--- config.mk ---
export PLATFORM = sky130hd
export DESIGN_NAME = swr_link
export DESIGN_NICKNAME = d
export VERILOG_FILES = /design/src/logic/swr_pkg.sv /design/src/logic/swr_fifo2.sv /design/src/logic/swr_link.sv
export SDC_FILE = /design/constraint.sdc
export NUM_CORES = 1
export LEC_CHECK = 0
export BUFFER_PORTS_ARGS = -buffer_cell sky130_fd_sc_hd__buf_2
export CAP_MARGIN = 20
export CORE_MARGIN = 1.5
export CORE_UTILIZATION = 45
export CTS_CLUSTER_DIAMETER = 50
export DETAILED_ROUTE_END_ITERATION = 8
export PLACE_DENSITY_LB_ADDON = 0.3
export REMOVE_ABC_BUFFERS = 1
export SLEW_MARGIN = 20
export SYNTH_ARGS = -nofsm -noshare
export SYNTH_HDL_FRONTEND = slang
export SYNTH_SLANG_ARGS = --single-unit
--- constraint.sdc ---
create_clock -name clk -period 3.9 [get_ports clk]
set_input_delay 0 -clock clk [delete_from_list [all_inputs] [get_ports clk]]
set_output_delay 0 -clock clk [all_outputs]
set_load 0.03 [all_outputs]
--- src/logic/swr_pkg.sv ---
package swr_pkg;

	// ----------------------------------------------------------------
	// clock and conversion
	// ----------------------------------------------------------------
	localparam int CLK_PERIOD_NS = 25;

	// least times round up, longest times round down, never below one cycle
	function automatic int least_cyc(input int t_ns);
		int c;
		c = (t_ns + CLK_PERIOD_NS - 1) / CLK_PERIOD_NS;
		return (c < 1) ? 1 : c;
	endfunction

	function automatic int most_cyc(input int t_ns);
		int c;
		c = t_ns / CLK_PERIOD_NS;
		return (c < 1) ? 1 : c;
	endfunction

	// ----------------------------------------------------------------
	// line timing, in ns
	// ----------------------------------------------------------------
	localparam int T_RST_REG_NS = 120000;
	localparam int T_RST_OD_NS = 16000;
	localparam int T_RST_LONG_NS = 480000;
	localparam int T_PDH_REG_NS = 30000;
	localparam int T_PDH_OD_NS = 3000;
	localparam int T_PDL_REG_NS = 120000;
	localparam int T_PDL_OD_NS = 16000;
	localparam int T_SMP_REG_NS = 30000;
	localparam int T_SMP_OD_NS = 3000;

	localparam int RST_REG_CYC_DEF = least_cyc(T_RST_REG_NS);
	localparam int RST_OD_CYC = least_cyc(T_RST_OD_NS);
	localparam int RST_LONG_CYC_DEF = least_cyc(T_RST_LONG_NS);
	localparam int PDH_REG_CYC = least_cyc(T_PDH_REG_NS);
	localparam int PDH_OD_CYC = least_cyc(T_PDH_OD_NS);
	localparam int PDL_REG_CYC_DEF = least_cyc(T_PDL_REG_NS);
	localparam int PDL_OD_CYC = least_cyc(T_PDL_OD_NS);
	localparam int SMP_REG_CYC = most_cyc(T_SMP_REG_NS);
	localparam int SMP_OD_CYC = most_cyc(T_SMP_OD_NS);

	localparam int CNT_W = 16;
	localparam int ID_BITS = 64;
	localparam int BIT_W = 7;

	// ----------------------------------------------------------------
	// network commands
	// ----------------------------------------------------------------
	localparam logic [7:0] CMD_READ_ID = 8'h33;
	localparam logic [7:0] CMD_MATCH = 8'h55;
	localparam logic [7:0] CMD_SKIP = 8'hCC;
	localparam logic [7:0] CMD_SEARCH = 8'hF0;
	localparam logic [7:0] CMD_OD_SKIP = 8'h3C;
	localparam logic [7:0] CMD_OD_MATCH = 8'h69;

	typedef enum logic [3:0] {
		ST_DEAD,
		ST_PDH,
		ST_PDL,
		ST_CMD,
		ST_READ_ID,
		ST_MATCH,
		ST_SEARCH,
		ST_FUNC
	} swr_state_t;

endpackage

--- src/logic/swr_fifo2.sv ---
`timescale 1ns/1ps
module swr_fifo2 #(
	parameter int W = 8,
	parameter int DEPTH = 2
) (
	// clock and reset
	input wire logic clk,
	input wire logic rst_b,
	// filling side
	input wire logic [W-1:0] in_data,
	input wire logic in_valid,
	output logic in_ready,
	// draining side
	output logic [W-1:0] out_data,
	output logic out_valid,
	input wire logic out_ready
);

	if (DEPTH != 2) begin : g_bad_depth
		$error("swr_fifo2 supports only DEPTH 2");
	end

	logic [W-1:0] tail_reg;
	logic tail_v_reg;
	logic push;
	logic pop;

	// head sits on the outputs so the top sees flop-driven data
	assign in_ready = !tail_v_reg;
	assign push = in_valid && in_ready;
	assign pop = out_valid && out_ready;

	always_ff @(posedge clk or negedge rst_b) begin
		if (!rst_b) begin
			out_data <= '0;
			out_valid <= 1'b0;
			tail_reg <= '0;
			tail_v_reg <= 1'b0;
		end else if (pop) begin
			out_data <= tail_v_reg ? tail_reg : in_data;
			out_valid <= tail_v_reg || push;
			tail_v_reg <= 1'b0;
		end else if (push) begin
			if (!out_valid) begin
				out_data <= in_data;
				out_valid <= 1'b1;
			end else begin
				tail_reg <= in_data;
				tail_v_reg <= 1'b1;
			end
		end
	end

endmodule // swr_fifo2

--- src/logic/swr_link.sv ---
`timescale 1ns/1ps
// Function
// access order is reset, network command, memory function, then data
// master reset pulse, then slave presence pulse shows readiness
// idle line is high; long low (16/120 us) counts as reset
// line driven only by open-drain pull-down, wired-AND with others
// every slot starts at master falling edge; bit timing syncs to it
// regular or overdrive rate, chosen by the overdrive flag
// after presence take eight-bit network command, decode six commands
// 33h sends 64-bit identity: family, serial, check byte
// 55h takes 64 bits; exact match proceeds, else wait for reset
// CCh goes straight to memory function command
// F0h per bit: send bit, send complement, take master bit
// 3Ch sets overdrive, skips identity; long reset clears it
// a device already in overdrive keeps it through short reset
// 69h takes 64 bits at overdrive; match sets overdrive, proceeds
// failed 69h keeps prior speed and waits for reset
// write scratchpad framing: addresses, data, inverted CRC16 back
// read scratchpad framing: addresses, status byte, then data
// copy scratchpad framing: three authorization bytes, then response
// read memory plus counter framing: page, counter, tamper, CRC
// presence waits 15-60 us after rise, lasts 60-240 us
// reset of 480 us clears overdrive; short one keeps it
// write slots sampled after delay; read zero held low for delay
// all bytes travel least significant bit first
// search drops out until reset when master bit differs
module swr_link import swr_pkg::*; #(
	parameter int unsigned RST_REG_CYC = RST_REG_CYC_DEF,
	parameter int unsigned RST_LONG_CYC = RST_LONG_CYC_DEF,
	parameter int unsigned PDL_REG_CYC = PDL_REG_CYC_DEF,
	parameter logic [7:0] ID_FAMILY = 8'h5E, // arbitrary value
	parameter logic [47:0] ID_SERIAL = 48'h0123_4567_89AB, // arbitrary value
	parameter logic [7:0] ID_CHECK = 8'h3D // arbitrary value
) (
	// clock and reset
	input wire logic clk,
	input wire logic rst_b,
	// shared data line
	input wire logic dq_in,
	output logic dq_out,
	output logic dq_oe,
	// status
	output logic overdrive_flag,
	output logic link_reset,
	output logic func_active,
	output logic rx_overrun,
	// received function bytes
	output logic [7:0] rx_data,
	output logic rx_valid,
	input wire logic rx_ready,
	// bytes to send
	input wire logic [7:0] tx_data,
	input wire logic tx_valid,
	output logic tx_taken
);

	if (RST_LONG_CYC <= RST_REG_CYC || RST_LONG_CYC >= (1 << CNT_W) || PDL_REG_CYC < 2
		|| RST_REG_CYC <= SMP_REG_CYC) begin : g_bad_param
		$error("swr_link timing parameters out of range");
	end

	localparam logic [ID_BITS-1:0] ROM_ID = {ID_CHECK, ID_SERIAL, ID_FAMILY};
	localparam logic [CNT_W-1:0] C_RST_REG = CNT_W'(RST_REG_CYC);
	localparam logic [CNT_W-1:0] C_RST_OD = CNT_W'(RST_OD_CYC);
	localparam logic [CNT_W-1:0] C_RST_LONG = CNT_W'(RST_LONG_CYC);
	localparam logic [CNT_W-1:0] C_PDH_REG = CNT_W'(PDH_REG_CYC);
	localparam logic [CNT_W-1:0] C_PDH_OD = CNT_W'(PDH_OD_CYC);
	localparam logic [CNT_W-1:0] C_PDL_REG = CNT_W'(PDL_REG_CYC);
	localparam logic [CNT_W-1:0] C_PDL_OD = CNT_W'(PDL_OD_CYC);
	localparam logic [CNT_W-1:0] C_SMP_REG = CNT_W'(SMP_REG_CYC);
	localparam logic [CNT_W-1:0] C_SMP_OD = CNT_W'(SMP_OD_CYC);

	swr_state_t state_reg;
	logic dq_prev_reg;
	logic [CNT_W-1:0] low_cnt_reg;
	logic [CNT_W-1:0] tmr_reg;
	logic in_slot_reg;
	logic [BIT_W-1:0] bit_cnt_reg;
	logic [1:0] phase_reg;
	logic [7:0] shift_reg;
	logic [7:0] tx_shift_reg;
	logic tx_busy_reg;
	logic match_ok_reg;
	logic od_match_reg;
	logic rx_push_reg;
	logic [7:0] rx_byte_reg;
	logic fifo_in_ready;
	logic rst_fast_reg;

	logic fast;
	logic fall_evt;
	logic rise_evt;
	logic reset_rise;
	logic long_rst;
	logic bit_evt;
	logic rx_bit;
	logic id_bit;
	logic send_now;
	logic send_bit;
	logic [7:0] new_byte;
	logic last_id_bit;
	logic [CNT_W-1:0] c_rst;
	logic [CNT_W-1:0] c_pdh;
	logic [CNT_W-1:0] c_pdl;
	logic [CNT_W-1:0] c_smp;

	// ----------------------------------------------------------------
	// line events and timing selection
	// ----------------------------------------------------------------
	// overdrive match bits already run fast before the flag is set
	assign fast = overdrive_flag || (state_reg == ST_MATCH && od_match_reg); // see R6
	// threshold follows the speed in force when the low began, so the
	// slow last bit of a speed-changing command is not taken for a reset
	assign c_rst = rst_fast_reg ? C_RST_OD : C_RST_REG;
	assign c_pdh = fast ? C_PDH_OD : C_PDH_REG;
	assign c_pdl = fast ? C_PDL_OD : C_PDL_REG;
	assign c_smp = fast ? C_SMP_OD : C_SMP_REG;

	// our own pull-down must not look like a master edge
	assign fall_evt = dq_prev_reg && !dq_in && !dq_oe;
	assign rise_evt = !dq_prev_reg && dq_in;
	assign reset_rise = rise_evt && (low_cnt_reg >= c_rst); // see R2
	assign long_rst = low_cnt_reg >= C_RST_LONG;
	assign bit_evt = in_slot_reg && (tmr_reg == c_smp) && !reset_rise;
	assign rx_bit = dq_in;
	assign id_bit = ROM_ID[bit_cnt_reg[5:0]];
	assign last_id_bit = bit_cnt_reg == BIT_W'(ID_BITS - 1);
	assign new_byte = {rx_bit, shift_reg[7:1]};

	always_comb begin
		send_now = 1'b0;
		send_bit = 1'b1;
		case (state_reg)
			ST_READ_ID: begin
				send_now = 1'b1;
				send_bit = id_bit;
			end
			ST_SEARCH: begin
				send_now = (phase_reg != 2'h2);
				send_bit = (phase_reg == 2'h0) ? id_bit : !id_bit;
			end
			ST_FUNC: begin
				send_now = tx_busy_reg;
				send_bit = tx_shift_reg[0];
			end
			default: begin
				send_now = 1'b0;
				send_bit = 1'b1;
			end
		endcase
	end

	// ----------------------------------------------------------------
	// low-time measurement
	// ----------------------------------------------------------------
	always_ff @(posedge clk or negedge rst_b) begin
		if (!rst_b) begin
			dq_prev_reg <= 1'b1;
			low_cnt_reg <= '0;
			rst_fast_reg <= 1'b0;
		end else begin
			dq_prev_reg <= dq_in;
			if (dq_prev_reg && !dq_in)
				rst_fast_reg <= overdrive_flag;
			if (dq_in || dq_oe)
				low_cnt_reg <= '0;
			else if (low_cnt_reg != '1)
				low_cnt_reg <= low_cnt_reg + CNT_W'(1);
		end
	end

	// ----------------------------------------------------------------
	// slot and presence timer, line drive
	// ----------------------------------------------------------------
	always_ff @(posedge clk or negedge rst_b) begin
		if (!rst_b) begin
			tmr_reg <= '0;
			in_slot_reg <= 1'b0;
			dq_oe <= 1'b0;
			dq_out <= 1'b0;
		end else begin
			dq_out <= 1'b0;
			if (reset_rise || fall_evt || (state_reg == ST_PDH && tmr_reg == c_pdh))
				tmr_reg <= '0;
			else if (tmr_reg != '1)
				tmr_reg <= tmr_reg + CNT_W'(1);
			if (reset_rise) begin
				in_slot_reg <= 1'b0;
				dq_oe <= 1'b0;
			end else if (state_reg == ST_PDH && tmr_reg == c_pdh) begin
				dq_oe <= 1'b1;
			end else if (state_reg == ST_PDL) begin
				if (tmr_reg == c_pdl)
					dq_oe <= 1'b0;
			end else if (fall_evt && state_reg >= ST_CMD) begin
				in_slot_reg <= 1'b1;
				dq_oe <= send_now && !send_bit; // see R22
			end else if (bit_evt) begin
				in_slot_reg <= 1'b0;
				dq_oe <= 1'b0;
			end
		end
	end

	// ----------------------------------------------------------------
	// overdrive flag
	// ----------------------------------------------------------------
	always_ff @(posedge clk or negedge rst_b) begin
		if (!rst_b)
			overdrive_flag <= 1'b0;
		else if (reset_rise && long_rst)
			overdrive_flag <= 1'b0; // see R21
		else if (state_reg == ST_CMD && bit_evt && bit_cnt_reg == BIT_W'(7) && new_byte == CMD_OD_SKIP)
			overdrive_flag <= 1'b1;
		else if (state_reg == ST_MATCH && bit_evt && last_id_bit && od_match_reg
			&& match_ok_reg && rx_bit == id_bit)
			overdrive_flag <= 1'b1;
	end

	// ----------------------------------------------------------------
	// network protocol
	// ----------------------------------------------------------------
	always_ff @(posedge clk or negedge rst_b) begin
		if (!rst_b) begin
			state_reg <= ST_DEAD;
			bit_cnt_reg <= '0;
			phase_reg <= 2'h0;
			shift_reg <= 8'h00;
			match_ok_reg <= 1'b0;
			od_match_reg <= 1'b0;
		end else if (reset_rise) begin
			state_reg <= ST_PDH; // see R2
			bit_cnt_reg <= '0;
			phase_reg <= 2'h0;
			od_match_reg <= 1'b0;
		end else begin
			case (state_reg)
				ST_PDH: begin
					if (tmr_reg == c_pdh)
						state_reg <= ST_PDL;
				end
				ST_PDL: begin
					if (tmr_reg == c_pdl)
						state_reg <= ST_CMD;
				end
				ST_CMD: begin
					if (bit_evt) begin
						shift_reg <= new_byte;
						bit_cnt_reg <= bit_cnt_reg + BIT_W'(1);
						if (bit_cnt_reg == BIT_W'(7)) begin
							bit_cnt_reg <= '0;
							match_ok_reg <= 1'b1;
							case (new_byte)
								CMD_READ_ID: state_reg <= ST_READ_ID;
								CMD_MATCH: state_reg <= ST_MATCH;
								CMD_SKIP: state_reg <= ST_FUNC;
								CMD_SEARCH: state_reg <= ST_SEARCH;
								CMD_OD_SKIP: state_reg <= ST_FUNC;
								CMD_OD_MATCH: begin
									state_reg <= ST_MATCH;
									od_match_reg <= 1'b1;
								end
								default: state_reg <= ST_DEAD;
							endcase
						end
					end
				end
				ST_READ_ID: begin
					if (bit_evt) begin
						bit_cnt_reg <= last_id_bit ? '0 : bit_cnt_reg + BIT_W'(1);
						if (last_id_bit)
							state_reg <= ST_FUNC;
					end
				end
				ST_MATCH: begin
					if (bit_evt) begin
						match_ok_reg <= match_ok_reg && (rx_bit == id_bit);
						bit_cnt_reg <= last_id_bit ? '0 : bit_cnt_reg + BIT_W'(1);
						if (last_id_bit) begin
							od_match_reg <= 1'b0;
							// a miss leaves the flag as it was
							state_reg <= (match_ok_reg && rx_bit == id_bit) ? ST_FUNC : ST_DEAD; // see R9
						end
					end
				end
				ST_SEARCH: begin
					if (bit_evt) begin
						if (phase_reg != 2'h2) begin
							phase_reg <= phase_reg + 2'h1;
						end else if (rx_bit != id_bit) begin
							state_reg <= ST_DEAD;
						end else begin
							phase_reg <= 2'h0;
							bit_cnt_reg <= last_id_bit ? '0 : bit_cnt_reg + BIT_W'(1);
							if (last_id_bit)
								state_reg <= ST_FUNC;
						end
					end
				end
				ST_FUNC: begin
					// function bytes pass both ways; meaning lives outside
					if (bit_evt) begin
						if (!tx_busy_reg)
							shift_reg <= new_byte;
						bit_cnt_reg <= {4'h0, bit_cnt_reg[2:0] + 3'h1};
					end
				end
				default: state_reg <= ST_DEAD;
			endcase
		end
	end

	// ----------------------------------------------------------------
	// function byte transport
	// ----------------------------------------------------------------
	// a byte is only taken between slots so a half-sent byte never mixes
	always_ff @(posedge clk or negedge rst_b) begin
		if (!rst_b) begin
			tx_shift_reg <= 8'hFF;
			tx_busy_reg <= 1'b0;
			tx_taken <= 1'b0;
			rx_push_reg <= 1'b0;
			rx_byte_reg <= 8'h00;
			func_active <= 1'b0;
			link_reset <= 1'b0;
		end else begin
			tx_taken <= 1'b0;
			rx_push_reg <= 1'b0;
			link_reset <= reset_rise;
			func_active <= (state_reg == ST_FUNC) && !reset_rise;
			if (reset_rise) begin
				tx_busy_reg <= 1'b0;
			end else if (state_reg == ST_FUNC) begin
				if (!tx_busy_reg && !in_slot_reg && tx_valid && bit_cnt_reg[2:0] == 3'h0) begin
					tx_shift_reg <= tx_data; // see R17
					tx_busy_reg <= 1'b1;
					tx_taken <= 1'b1;
				end else if (bit_evt && tx_busy_reg) begin
					tx_shift_reg <= {1'b1, tx_shift_reg[7:1]};
					if (bit_cnt_reg[2:0] == 3'h7)
						tx_busy_reg <= 1'b0;
				end else if (bit_evt && bit_cnt_reg[2:0] == 3'h7) begin
					rx_byte_reg <= new_byte; // see R16
					rx_push_reg <= 1'b1;
				end
			end
		end
	end

	// set wins over the clear at a reset
	always_ff @(posedge clk or negedge rst_b) begin
		if (!rst_b)
			rx_overrun <= 1'b0;
		else if (rx_push_reg && !fifo_in_ready)
			rx_overrun <= 1'b1;
		else if (reset_rise)
			rx_overrun <= 1'b0;
	end

	swr_fifo2 #(.W(8), .DEPTH(2)) u_rx_buf (
		.clk(clk),
		.rst_b(rst_b),
		.in_data(rx_byte_reg),
		.in_valid(rx_push_reg),
		.in_ready(fifo_in_ready),
		.out_data(rx_data),
		.out_valid(rx_valid),
		.out_ready(rx_ready)
	);
endmodule // swr_link

Word level (Yosys, flattened, before mapping)

Memories as Yosys holds them, arrays and structs flattened.
Cells that the tools add are included.

Bits in registers: 100
Memory bits (read-only): 64
Bits of input ports: 13
Output and inout bits: 16
Word-level logic and storage cells: 261
Memories: 1

Memory list:

| name             | words | width | read ports | clocked after memory_dff | write ports | line            | RTL |
|---|---|---|---|---|---|---|---|
| (name not given) | 64    | 1     | 1          | 0                        | 0           | swr_link.sv:126 | `assign id_bit = ROM_ID[bit_cnt_reg[5:0]];` |

$add $sub $neg: 5
$lt $le $gt $ge: 4
Equal/unequal tests: 47
Muxes and demuxes: 95
Bitwise logic cells: 4
Reduce and logical (&&, ||, !) cells: 80

Operator list:

| kind                                                                 | count |
|---|---|
| 2-to-1 mux 8 bit                                                     | 9 |
| 2-to-1 mux 16 bit                                                    | 4 |
| 2-to-1 mux 7 bit                                                     | 9 |
| 2-to-1 mux 4 bit                                                     | 12 |
| 2-to-1 mux 1 bit                                                     | 44 |
| adder 16 x 1 -> 16 bit (second input constant)                       | 2 |
| inequality test 16 bit (second input constant)                       | 2 |
| inequality test 3 bit (second input constant)                        | 10 |
| logical AND 1 bit                                                    | 29 |
| one-hot mux 4 bit (7 select lines)                                   | 1 |
| one-hot mux 7 bit (4 select lines)                                   | 1 |
| 2-to-1 mux 13 bit                                                    | 2 |
| nonzero test 2 bit                                                   | 11 |
| inequality test 2 bit (second input constant)                        | 9 |
| equality test 16 x 11 -> 1 bit                                       | 1 |
| equality test 16 x 13 -> 1 bit                                       | 1 |
| equality test 4 x 3 -> 1 bit (second input constant)                 | 4 |
| equality test 8 x 6 -> 1 bit (second input constant)                 | 2 |
| equality test 8 x 7 -> 1 bit (second input constant)                 | 2 |
| equality test 8 bit (second input constant)                          | 2 |
| greater-or-equal comparator 16 x 13 -> 1 bit                         | 1 |
| greater-or-equal comparator 16 x 15 -> 1 bit (second input constant) | 1 |
| one-hot mux 8 bit (2 select lines)                                   | 1 |
| AND reduction 3 bit                                                  | 5 |
| other kinds (35)                                                     | 70 |

Logic depth before layout (Yosys ltp)

Depth in word-level cells: 15
Depth in mapped cells: 11
Mapped depth without buffers: 10

By module

Synthesis repeated with hierarchy kept, for this count alone.

Cell total of the unflattened synthesis: 567
Area total of the unflattened synthesis: 5725.5 um2

Modules (own cells, without submodules):

| module    | instances | cells each | area an instance (um2) | sequential area each (um2) |
|---|---|---|---|---|
| swr_link  | 1         | 511        | 4918.5                 | 2038.2 |
| swr_fifo2 | 1         | 56         | 807.0                  | 450.4 |

Worst setup path after synthesis

OpenSTA, ideal clock, no wires.

Path type: reg-to-reg
From: register bit_cnt_reg[1]
To: register bit_cnt_reg[1]
Setup time: 71 ps
Data arrival time: 2523 ps
Required time: 3829 ps
Path slack: 1306 ps
Cell stages (with the launch flop): 11
Buffers on the path: 1
Clock period less this slack: 2594 ps
Path through: dfrtp_1 -> inv_1 -> ha_1 -> a211oi_1 -> a31o_2 -> o32a_1 -> o2111a_1 -> o211ai_1 -> buf_2 -> mux2_2 -> nor2_1

Longest elaborated chain between the ends: 7
Elaborated cells between the ends (all ways): 19
Classes of those cells: add/sub: 2; eq/ne: 4; mux: 11; reduce/logical: 1; memory: 1

Ends and longest elaborated chain:

| item                                                                        | line                                              | RTL |
|---|---|---|
| start, declared                                                             | swr_link.sv:78                                    | `logic [BIT_W-1:0] bit_cnt_reg;` |
| start signal, assigned                                                      | swr_link.sv:249                                   | `bit_cnt_reg <= bit_cnt_reg + BIT_W'(1);` |
| start signal, assigned                                                      | swr_link.sv:270                                   | `bit_cnt_reg <= last_id_bit ? '0 : bit_cnt_reg + BIT_W'(1);` |
| start signal, assigned                                                      | swr_link.sv:278                                   | `bit_cnt_reg <= last_id_bit ? '0 : bit_cnt_reg + BIT_W'(1);` |
| adder 7 x 1 -> 7 bit / equality test 7 x 6 -> 1 bit (equally long branches) | --                                                |  |
| 2-to-1 mux 7 bit                                                            | swr_link.sv:270, swr_link.sv:278, swr_link.sv:294 |  |
| 2-to-1 mux 7 bit                                                            | swr_link.sv:290                                   | `end else if (rx_bit != id_bit) begin` |
| 2-to-1 mux 7 bit                                                            | swr_link.sv:288                                   | `if (phase_reg != 2'h2) begin` |
| 2-to-1 mux 7 bit                                                            | swr_link.sv:287                                   | `if (bit_evt) begin` |
| one-hot mux 7 bit (4 select lines)                                          | swr_link.sv:237                                   | `case (state_reg)` |
| 2-to-1 mux 7 bit                                                            | swr_link.sv:231                                   | `end else if (reset_rise) begin` |

Parallel ways exist; a longest one is shown, timed or not. The select of a mux whose other input is x is not followed.
A chain may end at the register's enable or synchronous reset.

Worst setup path after layout

From: register low_cnt_reg[6]
To: register tx_shift_reg[4]

Longest elaborated chain between the ends: 7
Elaborated cells between the ends (all ways): 8
Classes of those cells: order compare: 1; bitwise: 1; reduce/logical: 6

Ends and longest elaborated chain:

| item                                           | line            | RTL |
|---|---|---|
| start, declared                                | swr_link.sv:75  | `logic [CNT_W-1:0] low_cnt_reg;` |
| start signal, assigned                         | swr_link.sv:168 | `low_cnt_reg <= low_cnt_reg + CNT_W'(1);` |
| greater-or-equal comparator 16 x 13 -> 1 bit * | swr_link.sv:122 | `assign reset_rise = rise_evt && (low_cnt_reg >= c_rst);` |
| logical AND 1 bit *                            | swr_link.sv:122 |  |
| logical NOT 1 bit                              | swr_link.sv:124 | `assign bit_evt = in_slot_reg && (tmr_reg == c_smp) && !reset_rise;` |
| logical AND 1 bit                              | swr_link.sv:124 |  |
| logical AND 1 bit                              | swr_link.sv:338 | `end else if (bit_evt && tx_busy_reg) begin` |
| nonzero test 2 bit (no source line)            | --              |  |
| AND reduction 3 bit (no source line) *         | --              |  |
| end signal, assigned                           | swr_link.sv:335 | `tx_shift_reg <= tx_data;` |
| end signal, assigned                           | swr_link.sv:339 | `tx_shift_reg <= {1'b1, tx_shift_reg[7:1]};` |
| end, declared                                  | swr_link.sv:81  | `logic [7:0] tx_shift_reg;` |

Mark *: on every way between the ends. The rest lies on a longest branch, timed or not.

==> results.tsv <==
metric	value	unit
finClkSkew	0.0100	ns
grt-ovfl-total	0	
track_usage	0.206	
pre_cts_slack	0.796	ns
slowest_delay	0.55	ns
hold_viol_final	0	
syn-cell-area	5640	um2
drv_slew	0	
dpl.hpwl	8890	um
fmax	0.326	GHz
clk_latency	0.36	ns
cp.required	4.18	ns
internal-power	1.68	mW
worstPathArrival	3.35	ns
synth.top_cell.area_share	0.399	
initial_utilization	0.466	
drt-vias-per-instance	5.70	
clk_pin_slew	0.07	ns
status	completed	
cp_slowest_cell	nor3_2	
final_area	6290	um2
cp_top_family	simple AND/OR/NAND/NOR gates	
die_w	115	um
place_congestion	0.901	
io_pins	29	
p_seq_frac	0.485	
insertedDiodeCount	0	
yosys_warnings	0	
period_share	0.786	
clock_path_buffers	2	
port_buffers	27	
drt-total-wl	12500	um
yosys-top-cells-area	dfrtp_1 (40%), mux2_2 (7.8%), dfstp_2 (4.2%), nor2_1 (4.1%), nand2_1 (3.5%)	
rows	40	
placed_area	5930	um2
core_area	12100	um2
n_fill_cell	1138	
drive_gt1_frac	0.181	
slew_headroom	0.278	
clock_power_share	0.386	
ff_latch_area	2490	um2
grt_max_degree	58	
rsz0062_at_grt	no	
synth_edf_count	0	
yosys.area.top_type	dfrtp_1	
drtPass1Iterations	5	
worst_path_most_repeated_cell	inv_1	
path_class	reg -> reg	
ant_nets	0	
grt_pass1_vias	4304	
dieArea	13200	um2
synth-main-ff-cell	dfrtp_1	
synth-seq-cells	99	
synth_async_sr_flop_share	1.00	
start_kind	flop	
irDropWorstVdd	0.000216	V
syn_avg_cell_area	9.74	um2
cts_buffers	9	
clkSinkCount	99	
multiInputGateArea	2980	um2
area_growth	11.6	%
fin_util	0.520	
crit_chain	inv_1, ha_1, or4b_2, o21ai_0, a21oi_1, o21a_1, inv_1, buf_4, nor3_2, mux2_2	
drtIter0Drc	223	
num-nets-final	635	
synthesis.instances	579	
grt_antenna_before_repair	0	
combPwrFrac	0.129	
cts_setup_buffers	0	
wl_per_cell	16.1	um
root_buffer	clkbuf_16	
cp_max_fo	20	
fp.dieH	115	um
p_leak	2.73	nW
swShare	0.285	
synth.most_common_cell	dfrtp_1	
vias	4454	
cts_hold_buf	6	
critPathBufInv	3	
yosysSeqAreaShare	0.441	
fin_ws	0.834	ns
min_path_type	in -> reg	
synth_common_cells	dfrtp_1 (90), nor2_1 (62), nand2_1 (53), mux2_2 (39), o21ai_0 (34)	
powerDensity	373	nW/um2
grt_pass1_wl	21300	um
synthDistinctLibCells	67	
fin_crit	3.07	ns
htreeDepth	3	
setup_viol_count_final	0	
cts_tree	done	
drc	0	
cp-end-kind	flop	
max_cap_violations	0	
p_sw	670	uW
post_cts_resized	0	
tns	0	ns
tightest_slew	1.08	ns
[layer usage]
layer,GRT usage,share of wire,vias to the layer above
met2,0.326,0.48,124
li1,-,-,2143
met1,0.278,0.46,2175
met5,0,0,-
met4,0.0667,0.012,0
met3,0.0543,0.047,12
[power groups by stage]
stage / combinational (mW) / clock (mW) / sequential [mW]
finish: 0.303 / 0.906 / 1.14
global placement: 0.290 / 0 / 1.15
detailed placement: 0.296 / 0 / 1.15
CTS: 0.302 / 0.933 / 1.14
floorplan: 0.209 / 0 / 1.13
global route: 0.343 / 0.968 / 1.15
[cells in the final DEF, fill, tap and decap left out, types with 6 or more instances in the layout]
cell type / Yosys / final
dfrtp_1: 90 / 90
nor2_1: 62 / 62
nand2_1: 53 / 53
mux2_2: 39 / 39
o21ai_0: 34 / 34
a21oi_1: 27 / 27
nand3_1: 26 / 26
buf_2: 7 / 26
inv_1: 23 / 23
ha_1: 14 / 14
nor3_1: 13 / 13
xnor2_1: 13 / 13
mux2i_1: 13 / 13
or3_1: 10 / 10
xor2_1: 9 / 9
clkbuf_16: 0 / 9
dfstp_2: 9 / 9
nand2b_1: 8 / 8
nor4bb_1: 8 / 8
a211oi_1: 6 / 6
o211ai_1: 6 / 6
dlygate4sd3_1: 0 / 6
[final cells by class]
type / instances / area share
clock buffer: 9 / 0.0358
clock inverter: 7 / 0.0121
inverter: 23 / 0.0137
multi-input combinational: 438 / 0.473
sequential: 99 / 0.395
tap: 168 / 0.0334
timing repair buffer: 37 / 0.0362
[logic make-up (layout without fill, tap and decap cells)]
family	after synthesis	count (layout)	synth area share
AOI/OAI and AO/OA	116	116	0.140
xor gates and xnor gates	22	22	0.0342
adders and majority gates	14	14	0.0310
buffers and inverters	43	76	0.0322
DFF	99	99	0.441
muxes	53	53	0.105
other	1	2	0.000665
and+or+nand+nor	231	231	0.216
[worst paths after layout]
check / from / endpoint / slack (ns) / cells past startpoint
max: low_cnt_reg[6] / tx_shift_reg[4] / 0.83 / 10
min: tx_data[1] / tx_shift_reg[1] / 0.009 / 3
max reg2reg: low_cnt_reg[6] / tx_shift_reg[4] / 0.83 / 10
min reg2reg: u_rx_buf.out_data[3] / u_rx_buf.out_data[3] / 0.48 / 2
max in group asynchronous: rst_b / tx_shift_reg[7] / 2.64 / 3
min in group asynchronous: rst_b / u_rx_buf.out_data[7] / 0.24 / 2
[per-stage QoR]
step	hold WS [ns]	std cells	power [mW]
floorplan	-0.296	560	1.34
global placement	0.106	759	1.44
detailed placement	0.109	759	1.45
CTS	0.00246	781	2.37
global route	0.0103	781	2.46
finish	0.00881	781	2.35
[worst reg2reg max path: cells and delay by family (launching register included)]
kind            cells  cell delay, ns
flops               1            0.38
buf+inv             3            0.44
fa+ha+maj           1            0.28
compound gates      3            0.74
simple gates        2            0.75
mux                 1            0.41
Power figures use the tool's default switching activity.
